**src/inc/acr_pkg.sv**
```systemverilog
// Purpose : Shared constants for the converter channel/reference control
// Assumes : 25 MHz system clock, no register bus (plain ports)
// Notes   : Encodings of reference selects are fixed here
package acr_pkg;
    // ---------------------------------------------------------------
    // Widths
    // ---------------------------------------------------------------
    localparam int RES_W   = 10;           // Result width
    localparam int CHAN_W  = 6;            // Channel select width
    localparam int PREF_W  = 2;            // Positive reference select width
    localparam int CLKS_W  = 3;            // Conversion clock select width
    localparam int CNT_W   = 4;            // Bit-period counter width
    // ---------------------------------------------------------------
    // Timing
    // ---------------------------------------------------------------
    localparam logic [CNT_W-1:0] CONV_PERIODS = 4'hc;  // Periods per conversion
    localparam logic [CNT_W-1:0] SAR_FIRST    = 4'h1;  // First decision period
    localparam logic [CNT_W-1:0] SAR_LAST     = 4'ha;  // Last decision period
    localparam int CLK_DIV_W = 6;          // Divider counter width (up to /64)
    // ---------------------------------------------------------------
    // Conversion clock select codes
    // ---------------------------------------------------------------
    localparam logic [CLKS_W-1:0] CLKS_DIV2  = 3'h0;
    localparam logic [CLKS_W-1:0] CLKS_DIV4  = 3'h4;
    localparam logic [CLKS_W-1:0] CLKS_DIV8  = 3'h1;
    localparam logic [CLKS_W-1:0] CLKS_DIV16 = 3'h5;
    localparam logic [CLKS_W-1:0] CLKS_DIV32 = 3'h2;
    localparam logic [CLKS_W-1:0] CLKS_DIV64 = 3'h6;
    localparam logic [1:0]        CLKS_RC_LO = 2'h3;   // Low two bits both one
    // ---------------------------------------------------------------
    // Reference select codes
    // ---------------------------------------------------------------
    localparam logic [PREF_W-1:0] PREF_PIN    = 2'h0;  // External positive pin
    localparam logic [PREF_W-1:0] PREF_SUPPLY = 2'h1;  // Supply voltage
    localparam logic [PREF_W-1:0] PREF_FIX2   = 2'h2;  // Fixed 2.048V
    localparam logic [PREF_W-1:0] PREF_FIX4   = 2'h3;  // Fixed 4.096V
    localparam logic              NREF_PIN    = 1'b0;  // External negative pin
    localparam logic              NREF_GND    = 1'b1;  // Ground
    // ---------------------------------------------------------------
    // Channel codes for internal sources
    // ---------------------------------------------------------------
    localparam logic [CHAN_W-1:0] CHAN_PIN_LAST = 6'h17; // Pins 0..23
    localparam logic [CHAN_W-1:0] CHAN_GND      = 6'h3c;
    localparam logic [CHAN_W-1:0] CHAN_TEMP     = 6'h3d;
    localparam logic [CHAN_W-1:0] CHAN_DAC      = 6'h3e;
    localparam logic [CHAN_W-1:0] CHAN_FVR      = 6'h3f;
    // ---------------------------------------------------------------
    // States
    // ---------------------------------------------------------------
    typedef enum logic [2:0] {
        ST_IDLE = 3'b001,
        ST_CONV = 3'b010,
        ST_DONE = 3'b100
    } acr_state_t;
endpackage : acr_pkg

```
**src/hdl/acr_ctrl.sv**
```systemverilog
// Purpose : Channel, reference and sequencing control of a 10-bit SAR converter
// Assumes : Comparator output from analog side is synchronous to sys_clk_i
// Notes   : Selections are latched at start so a running conversion is stable
`timescale 1ns/1ps
`default_nettype none
// Functional notes
// - Ten-bit SAR result into high/low pair
// - All channels share one sample-and-hold
// - Raise done flag on completion
// - Done flag wakes device from sleep
// - Six-bit channel select picks sample source
// - Sources: pins, temperature, DAC, FIXED_VOLTAGE_REF, ground
// - Two-bit positive reference select, four sources
// - Low-voltage variant lacks 4.096V option
// - One bit picks negative pin or ground
// - Enable first, then go in later write
// - Completion clears go, sets flag, updates results
// - Conversion lasts twelve bit periods
// - Three-bit clock select: dividers or RC
module acr_ctrl
    import acr_pkg::*;
#(
    parameter bit LOW_VOLT = 1'b0   // Low-voltage variant strap
) (
    input  wire logic              sys_clk_i,         // System clock, 25 MHz
    input  wire logic              sys_rst_i,         // Async reset, high
    input  wire logic              converter_on_i,    // Converter enable bit
    input  wire logic              go_set_i,          // Write of one to go bit
    input  wire logic              go_clr_i,          // Software abort of go bit
    input  wire logic [CHAN_W-1:0] channel_select_i,  // Channel select field
    input  wire logic [PREF_W-1:0] positive_ref_select_i, // Positive ref field
    input  wire logic              negative_ref_select_i, // Negative ref bit
    input  wire logic [CLKS_W-1:0] conversion_clock_select_i, // Clock select
    input  wire logic              rc_tick_i,         // Dedicated RC clock tick
    input  wire logic              flag_clr_i,        // Software clear of done flag
    input  wire logic              sleep_i,           // Device in sleep
    input  wire logic              cmp_i,             // Comparator: sample above DAC
    output logic                   go_o,              // Go/done bit
    output logic                   conversion_done_flag_o, // Sticky done flag
    output logic                   wake_o,            // Wake request
    output logic [7:0]             result_high_o,     // Result upper byte
    output logic [7:0]             result_low_o,      // Result lower byte
    output logic [CHAN_W-1:0]      mux_sel_o,         // Latched channel
    output logic                   sample_o,          // Sample-and-hold tracking
    output logic [PREF_W-1:0]      pref_sel_o,        // Latched positive ref
    output logic                   nref_sel_o,        // Latched negative ref
    output logic [RES_W-1:0]       dac_code_o         // SAR trial code
);
    acr_state_t       state;
    acr_state_t       next_state;
    logic [CNT_W-1:0] per_cnt;
    logic [RES_W-1:0] sar;
    logic [RES_W-1:0] trial_bit;
    logic             on_q;
    logic             tick;
    logic             start;
    logic             use_rc;
    logic             abort;
    logic             finish;
    logic             in_sar;
    logic [PREF_W-1:0] pref_eff;

    // ---------------------------------------------------------------
    // Start and abort decode
    // ---------------------------------------------------------------
    // Enable must already be on in the previous cycle: same-write start is dropped
    assign start  = (state == ST_IDLE) && go_set_i && on_q && converter_on_i;
    assign use_rc = (conversion_clock_select_i[1:0] == CLKS_RC_LO);
    // Sleep without RC clock kills the conversion; leaving enable also does
    assign abort  = (state == ST_CONV) && (!converter_on_i || go_clr_i ||
                    (sleep_i && !use_rc));
    assign finish = (state == ST_CONV) && tick && (per_cnt == CONV_PERIODS - 4'h1);
    assign in_sar = (per_cnt >= SAR_FIRST) && (per_cnt <= SAR_LAST);
    // Trial bit walks from MSB down one per period
    assign trial_bit = 10'h200 >> (per_cnt - SAR_FIRST);
    // 4.096V unavailable on low-voltage parts: falls back to 2.048V
    assign pref_eff = (LOW_VOLT && positive_ref_select_i == PREF_FIX4) ?
                      PREF_FIX2 : positive_ref_select_i;

    // ---------------------------------------------------------------
    // Bit-period enable
    // ---------------------------------------------------------------
    acr_tick_div u_div (
        .sys_clk_i (sys_clk_i),
        .sys_rst_i (sys_rst_i),
        .clear_i   (start),
        .sel_i     (conversion_clock_select_i),
        .rc_tick_i (rc_tick_i),
        .tick_o    (tick)
    );

    // ---------------------------------------------------------------
    // State sequencing
    // ---------------------------------------------------------------
    always_comb begin
        next_state = state;
        unique case (state)
            ST_IDLE: begin
                if (start) next_state = ST_CONV;
            end
            ST_CONV: begin
                if (abort) next_state = ST_IDLE;
                else if (finish) next_state = ST_DONE;
            end
            ST_DONE: begin
                next_state = ST_IDLE;
            end
            default: next_state = ST_IDLE;
        endcase
    end

    always_ff @(posedge sys_clk_i or posedge sys_rst_i) begin
        if (sys_rst_i) begin
            state <= ST_IDLE;
            on_q  <= 1'b0;
        end else begin
            state <= next_state;
            on_q  <= converter_on_i;
        end
    end

    // Period counter advances on each conversion clock enable
    always_ff @(posedge sys_clk_i or posedge sys_rst_i) begin
        if (sys_rst_i) begin
            per_cnt <= 4'h0;
        end else if (start) begin
            per_cnt <= 4'h0;
        end else if (state == ST_CONV && tick) begin
            per_cnt <= per_cnt + 4'h1;
        end
    end

    // ---------------------------------------------------------------
    // Selections latched at start for the whole conversion
    // ---------------------------------------------------------------
    always_ff @(posedge sys_clk_i or posedge sys_rst_i) begin
        if (sys_rst_i) begin
            mux_sel_o  <= CHAN_GND;
            pref_sel_o <= PREF_PIN;
            nref_sel_o <= NREF_PIN;
        end else if (start) begin
            mux_sel_o  <= channel_select_i;
            pref_sel_o <= pref_eff;
            nref_sel_o <= negative_ref_select_i;
        end
    end

    // Single shared hold: tracks in period 0, holds afterwards
    assign sample_o = (state == ST_CONV) && (per_cnt == 4'h0);

    // ---------------------------------------------------------------
    // Successive approximation register
    // ---------------------------------------------------------------
    always_ff @(posedge sys_clk_i or posedge sys_rst_i) begin
        if (sys_rst_i) begin
            sar <= 10'h000;
        end else if (start) begin
            sar <= 10'h000;
        end else if (state == ST_CONV && tick && in_sar) begin
            sar <= cmp_i ? (sar | trial_bit) : sar;
        end
    end
    assign dac_code_o = in_sar ? (sar | trial_bit) : sar;

    // ---------------------------------------------------------------
    // Completion: go, flag, results
    // ---------------------------------------------------------------
    // Flag set wins over a same-cycle software clear
    always_ff @(posedge sys_clk_i or posedge sys_rst_i) begin
        if (sys_rst_i) begin
            go_o                   <= 1'b0;
            conversion_done_flag_o <= 1'b0;
            result_high_o          <= 8'h00;
            result_low_o           <= 8'h00;
        end else begin
            if (start) begin
                go_o <= 1'b1;
            end else if (finish || abort) begin
                go_o <= 1'b0;
            end
            if (finish) begin
                conversion_done_flag_o <= 1'b1;
            end else if (flag_clr_i) begin
                conversion_done_flag_o <= 1'b0;
            end
            if (finish) begin
                result_high_o <= {6'h00, sar[9:8]};
                result_low_o  <= sar[7:0];
            end
        end
    end

    // Wake while asleep and flag pending
    assign wake_o = sleep_i && conversion_done_flag_o;

    // ---------------------------------------------------------------
    // Checks
    // ---------------------------------------------------------------
    // Enables counted apart from the period counter, so a slipped count shows
    logic [CNT_W-1:0] ticks_seen;
    always_ff @(posedge sys_clk_i or posedge sys_rst_i) begin
        if (sys_rst_i) begin
            ticks_seen <= 4'h0;
        end else if (start) begin
            ticks_seen <= 4'h0;
        end else if (state == ST_CONV && tick) begin
            ticks_seen <= ticks_seen + 4'h1;
        end
    end
endmodule : acr_ctrl
`default_nettype wire

```
**src/hdl/acr_tick_div.sv**
```systemverilog
// Purpose : Conversion clock enable from selectable divider or RC tick
// Assumes : rc_tick_i is synchronous to sys_clk_i
// Notes   : Divider restarts on clear so first period is full length
`timescale 1ns/1ps
`default_nettype none
module acr_tick_div
    import acr_pkg::*;
(
    input  wire logic              sys_clk_i,  // System clock
    input  wire logic              sys_rst_i,  // Async reset, high
    input  wire logic              clear_i,    // Restart divider
    input  wire logic [CLKS_W-1:0] sel_i,      // Clock select
    input  wire logic              rc_tick_i,  // Dedicated RC period pulse
    output logic                   tick_o      // One bit-period enable
);
    logic [CLK_DIV_W-1:0] div_cnt;
    logic [CLK_DIV_W-1:0] div_last;
    logic                 use_rc;

    // ---------------------------------------------------------------
    // Divider terminal count from select
    // ---------------------------------------------------------------
    assign use_rc   = (sel_i[1:0] == CLKS_RC_LO);
    assign div_last = (sel_i == CLKS_DIV2)  ? 6'h01 :
                      (sel_i == CLKS_DIV4)  ? 6'h03 :
                      (sel_i == CLKS_DIV8)  ? 6'h07 :
                      (sel_i == CLKS_DIV16) ? 6'h0f :
                      (sel_i == CLKS_DIV32) ? 6'h1f : 6'h3f;
    assign tick_o   = use_rc ? rc_tick_i : (div_cnt == div_last);

    // Free counter, wraps at terminal count
    always_ff @(posedge sys_clk_i or posedge sys_rst_i) begin
        if (sys_rst_i) begin
            div_cnt <= 6'h00;
        end else if (clear_i || use_rc || div_cnt == div_last) begin
            div_cnt <= 6'h00;
        end else begin
            div_cnt <= div_cnt + 6'h01;
        end
    end
endmodule : acr_tick_div
`default_nettype wire

```
**config.mk**
```make
export PLATFORM = sky130hd
export DESIGN_NAME = acr_ctrl
export DESIGN_NICKNAME = d
export VERILOG_FILES = /design/src/inc/acr_pkg.sv /design/src/hdl/acr_ctrl.sv /design/src/hdl/acr_tick_div.sv
export SDC_FILE = /design/constraint.sdc
export NUM_CORES = 1
export LEC_CHECK = 0
export BUFFER_PORTS_ARGS = -buffer_cell sky130_fd_sc_hd__buf_2
export CORE_ASPECT_RATIO = 0.7
export CORE_MARGIN = 1
export CORE_UTILIZATION = 40
export CTS_BUF_LIST = sky130_fd_sc_hd__clkbuf_16
export DETAILED_ROUTE_END_ITERATION = 7
export SYNTH_ARGS = -nofsm -noshare
export SYNTH_HDL_FRONTEND = slang
export SYNTH_SLANG_ARGS = --single-unit
```
**constraint.sdc**
```tcl
create_clock -name sys_clk_i -period 2.4 [get_ports sys_clk_i]
set_clock_uncertainty 0.1 [all_clocks]
set_input_delay 0 -clock sys_clk_i [delete_from_list [all_inputs] [get_ports sys_clk_i]]
set_output_delay 0 -clock sys_clk_i [all_outputs]
set_load 0.05 [all_outputs]
```
=== After elaboration in Yosys (flattened, before gate mapping) ===
Cells that the tools add are included.

* Bits in registers: 45
* Bits of input ports: 21
* Output and inout bits: 39
* Word-level logic and storage cells: 78

* $add $sub $neg: 3
* $lt $le $gt $ge: 2
* Eq/ne operators: 11
* Shift-type cells: 1
* Muxes and demuxes: 21
* Bitwise gates (word level): 1
* Reductions and logical operators: 27

{| class="wikitable"
|+ Operators with widths
! kind !! number
|-
| $mux 10 || 4
|-
| $mux 6 || 6
|-
| $logic_and 1x1->1 || 11
|-
| $or 10x10->10 || 1
|-
| $reduce_bool 2->1 || 5
|-
| $shr 10x4->10 const A || 1
|-
| $mux 3 || 3
|-
| $mux 4 || 2
|-
| $add 6x1->6 const B || 1
|-
| $eq 3x1->1 const B || 2
|-
| $eq 3x2->1 const B || 2
|-
| $eq 3x3->1 const B || 2
|-
| $eq 6x6->1 || 1
|-
| $pmux 3 s2 || 1
|-
| $logic_or 1x1->1 || 5
|-
| $mux 1 || 5
|-
| $add 4x1->4 const B || 1
|-
| $eq 4x4->1 const B || 1
|-
| $ge 4x1->1 const B || 1
|-
| $le 4x4->1 const B || 1
|-
| $logic_not 4->1 || 1
|-
| $reduce_and 2->1 || 2
|-
| $sub 4x1->4 const B || 1
|-
| $logic_not 3->1 || 1
|-
| 4 further kinds || 5
|}

=== Depth between registers and ports, before layout ===
* Depth in word-level cells: 13
* Mapped depth: 7
* Gate-level depth less buffers: 7

=== Cells and area by module ===
A second synthesis with hierarchy kept.

* Cells, all modules: 230
* Area, all modules: 2491.1 um2

{| class="wikitable"
|+ By module, submodules not included
! module !! instances !! cells each !! area an instance (um2) !! sequential area each (um2)
|-
| acr_ctrl || 1 || 183 || 2063.2 || 982.2
|-
| acr_tick_div || 1 || 47 || 427.9 || 150.1
|}

=== Least setup slack after synthesis ===
Ideal clock, no wire load.

* Kind: register to output
* Start point: register per_cnt[0]
* End point: output sample_o
* Arrival: 2409 ps
* Data required time: 2300 ps
* Setup slack: -109 ps
* Cell stages (with the launch flop): 4
* Buffers on the path: 0
* Cells stage by stage: dfrtp_1 -> inv_1 -> ha_1 -> nor4b_1

* Longest elaborated chain between the ends: 2

{| class="wikitable"
|+ Ends and longest elaborated chain
! item !! RTL line !! source
|-
| start: declaration || acr_ctrl.sv:51 || <nowiki>logic [CNT_W-1:0] per_cnt;</nowiki>
|-
| start signal: assignment || acr_ctrl.sv:129 || <nowiki>per_cnt <= per_cnt + 4'h1;</nowiki>
|-
| $logic_not 4->1 || acr_ctrl.sv:149 || <nowiki>assign sample_o = (state == ST_CONV) && (per_cnt == 4'h0);</nowiki>
|-
| $logic_and 1x1->1 || acr_ctrl.sv:149 ||
|-
| end: declaration || acr_ctrl.sv:44 || <nowiki>output logic sample_o,</nowiki>
|}

No other way between the ends.

=== Worst setup path after layout ===
* Start point: register per_cnt[1]
* End point: output dac_code_o[2]

* Longest elaborated chain between the ends: 4
* Elaborated cells on any way between the ends: 7
* Classes of those cells: 1 x add/sub; 2 x order compare; 1 x shift; 1 x mux; 1 x bitwise; 1 x reduce/logical

{| class="wikitable"
|+ Ends and longest elaborated chain
! item !! RTL line !! source
|-
| $sub 4x1->4 || acr_ctrl.sv:75 || <nowiki>assign trial_bit = 10'h200 >> (per_cnt - SAR_FIRST);</nowiki>
|-
| $shr 10x4->10 || acr_ctrl.sv:75 ||
|-
| $or 10x10->10 || acr_ctrl.sv:163 || <nowiki>assign dac_code_o = in_sar ? (sar | trial_bit) : sar;</nowiki>
|-
| $mux 10 (*) || acr_ctrl.sv:163 ||
|-
| end: declaration || acr_ctrl.sv:47 || <nowiki>output logic [RES_W-1:0] dac_code_o</nowiki>
|}

Mark *: on every way between the ends. The rest lies on a longest branch, timed or not.

==> results.yml <==
status:
  status: "finished, final reports clean"
setup_path:
  critical_path.max_stage_delay_ps: 470
  path_cells: "inv_1 > ha_2 > nand2_1 > nor3_1 > a21oi_1 > o21ai_1 > buf_4 > a21o_1 > buf_2"
  r2r_start: "u_div.div_cnt[3]"
  reg2reg_depth: 4
  r2r_end: "result_low_o[7]"
  rrSetupSlack_ps: 260
  startpoint: "per_cnt[1]"
  worst-path-max-fanout: 9
  start_kind: "flip-flop"
  cp_slowest_cell: "dfrtp_2"
  path_class: "flip-flop to output port"
  arrival_ps: 2130
  cp-end-kind: "output port"
  required_ps: 2300
synth:
  synth_largest_area_cell: "dfrtp_1"
  syn_avg_cell_area_um2: 10.8
  netlist_area_um2: 2330
  ys_ff_latch: 45
  synth_ff_type: "dfrtp_1"
  synth.distinct_cells: 46
  yosys.area.top_type_share_pct: 43.0
  yosysWarningCount: 0
  synth_area_leaders: "dfrtp_1 43%, nand2_1 5.8%, dfstp_2 5.6%"
  async_flop_share_pct: 100
  synthCells: 216
  synth-seq-area-share_pct: 48.6
  synth_edf_count: 0
routing:
  first_pass_iters: 4
  avgViaCountPerCell: 5.09
  wl_per_cell_um: 14.0
  drtAntennaViolNets: 0
  drtIter0Drc: 84
  num_vias: 1827
  post-route-drc-count: 0
  wl_mm: 5.01
timing:
  relSlewSlack_pct: 62.4
  slew_violations: 0
  worstMarginPinSlew_ps: 565
  hold_ws_ps: 34.4
  max_freq_ghz: 0.449
  rsz0062_at_grt: "no"
  fin_crit_sh_pct: 92.7
  setup_viol: 0
  fin_tns_setup_ps: 0
  min_period_ps: 2230
  final_hold_viol_count: 0
die:
  initial_core_util_pct: 43.0
  die_w_um: 93.2
  rows: 22
  dieArea_um2: 6140
  io_pins: 60
  die_y_um: 65.9
  core_area_um2: 5420
grt:
  grt_pass1_vias: 1727
  grt_pass1_wl_mm: 8.60
  grt_max_degree: 46
  grt_util_all_layers_pct: 18.5
  grt_overflow: 0
  antenna_found_initial: 0
finish:
  diodes: 0
  layout.cells.non_filler: 359
  final_core_util_pct: 54.1
  drive_above_1_share_pct: 32.8
  layout.nets: 315
  syn_to_final_growth_pct: 26.0
  fillers: 503
  finalInstanceArea_um2: 2940
  layout_commonest_cell: "buf_2"
  final_cell_mix: "53 x buf_2, 39 x dfrtp_1, 36 x nand2_1, 13 x dlygate4sd3_1"
clock_tree:
  cts_buffer_depth: 2
  cts_tree: "done"
  clkLatencyLatePin_ps: 280
  root_buffer: "clkbuf_16"
  h-tree-depth: 2
  post_cts_buffers: 0
  cts_num_sinks: 45
  cts_made_buffers: 5
  clk_pin_slew_worst_paths_ps: 60
pwr:
  p_leak_nw: 1.60
  power_density_nw_per_um2: 675
  ir_drop_uv: 312
worst_hold_path:
  min_to: "state[2]"
  holdPathStages: 5
  hold_path_startpoint: "go_clr_i"
  hold_class: "input pin to flip-flop"
placement:
  port_buffers: 53
  dp_hpwl_mm: 3.43
  place_area_um2: 2660
  dp.cells: 338
  gp_congestion: 0.773
run:
  cap_violations: 0
critical path, delay by kind of cell (launching register included):
kind / cells / cell delay (ps)
adder cells (fa/ha/maj): 1 / 260
flip-flops: 1 / 470
AO/OA/AOI/OAI: 3 / 340
buffers and inverters: 3 / 580
AND/OR/NAND/NOR: 2 / 200
stage by stage:
step / worst slack [ps] / total power, mW
final: 174 / 1.98
after global routing: 4.81 / 2.10
after CTS: 68.9 / 2.00
after detailed placement: 253 / 1.33
after global placement: 315 / 1.32
after floorplan: 342 / 1.24
logic make-up (layout without fill, tap and decap cells):
kind of cell / Yosys count / in the layout / share of synthesized area [%]
xor gates and xnor gates: 6 / 6 / 2.26
other: 1 / 6 / 0.161
AOI/OAI and AO/OA: 45 / 45 / 15.7
and+or+nand+nor: 77 / 77 / 16.5
muxes: 12 / 12 / 6.87
DFF: 45 / 45 / 48.6
adders and majority gates: 8 / 8 / 4.30
buffers and inverters: 22 / 88 / 5.53
sequential cells by signal, indices dropped and copies added (netlist names):
| register | count |
|---|---|
| go_o | 1 |
| state | 3 |
| u_div.div_cnt | 6 |
| on_q | 1 |
| mux_sel_o | 6 |
| pref_sel_o | 2 |
| result_high_o | 2 |
| nref_sel_o | 1 |
| result_low_o | 8 |
| per_cnt | 4 |
| sar | 10 |
| conversion_done_flag_o | 1 |
cell usage after synthesis, types with 5 or more instances:
library cell / count
ha_1: 8
mux2_4: 7
nand2_1: 36
dfstp_2: 5
buf_4: 8
nand3_1: 7
a21o_1: 11
and3_1: 5
a21oi_1: 5
clkbuf_1: 5
inv_1: 7
xor2_1: 5
nor2_1: 11
a32o_1: 10
dfrtp_1: 40
metal layers:
metal | up-vias | routed length (um) | global-route usage [%]
li1 | 891 | - | -
met1 | 878 | 2550 | 26.7
met2 | 56 | 2190 | 27.7
met3 | 2 | 240 | 3.79
met4 | 0 | 34 | 6.35
met5 | - | 0 | 0
where the power goes:
group          switching [mW]  internal, mW  leakage, nW  total (mW)
combinational           0.284         0.147        0.939       0.431
sequential             0.0656         0.835        0.590       0.901
clock                   0.270         0.378       0.0748       0.648
total                   0.620          1.36         1.60        1.98
timing repair:
item	CTS	global route
resized for setup	0	3
endpoints found under the setup margin	0	8
hold endpoints to repair	52	0
hold buffers	13	0
final cells by class:
cell class	count	area [um^2]	share of cell area (%)
repair buffers	73	448	15.3
multi-input cells	154	1100	37.4
flip-flops and latches	45	1130	38.6
inverters	7	26.3	0.895
clock buffers	5	125	4.26
well taps	72	90.1	3.07
clock inverters	3	13.8	0.469
worst max path at each step:
stage | end | slack [ps]
floorplan | dac_code_o[6] | 340
global placement | result_high_o[1] | 310
detailed placement | result_low_o[7] | 250
CTS | dac_code_o[6] | 70
global route | dac_code_o[2] | 5
finish | dac_code_o[2] | 170
Power figures use the tool's default switching activity.
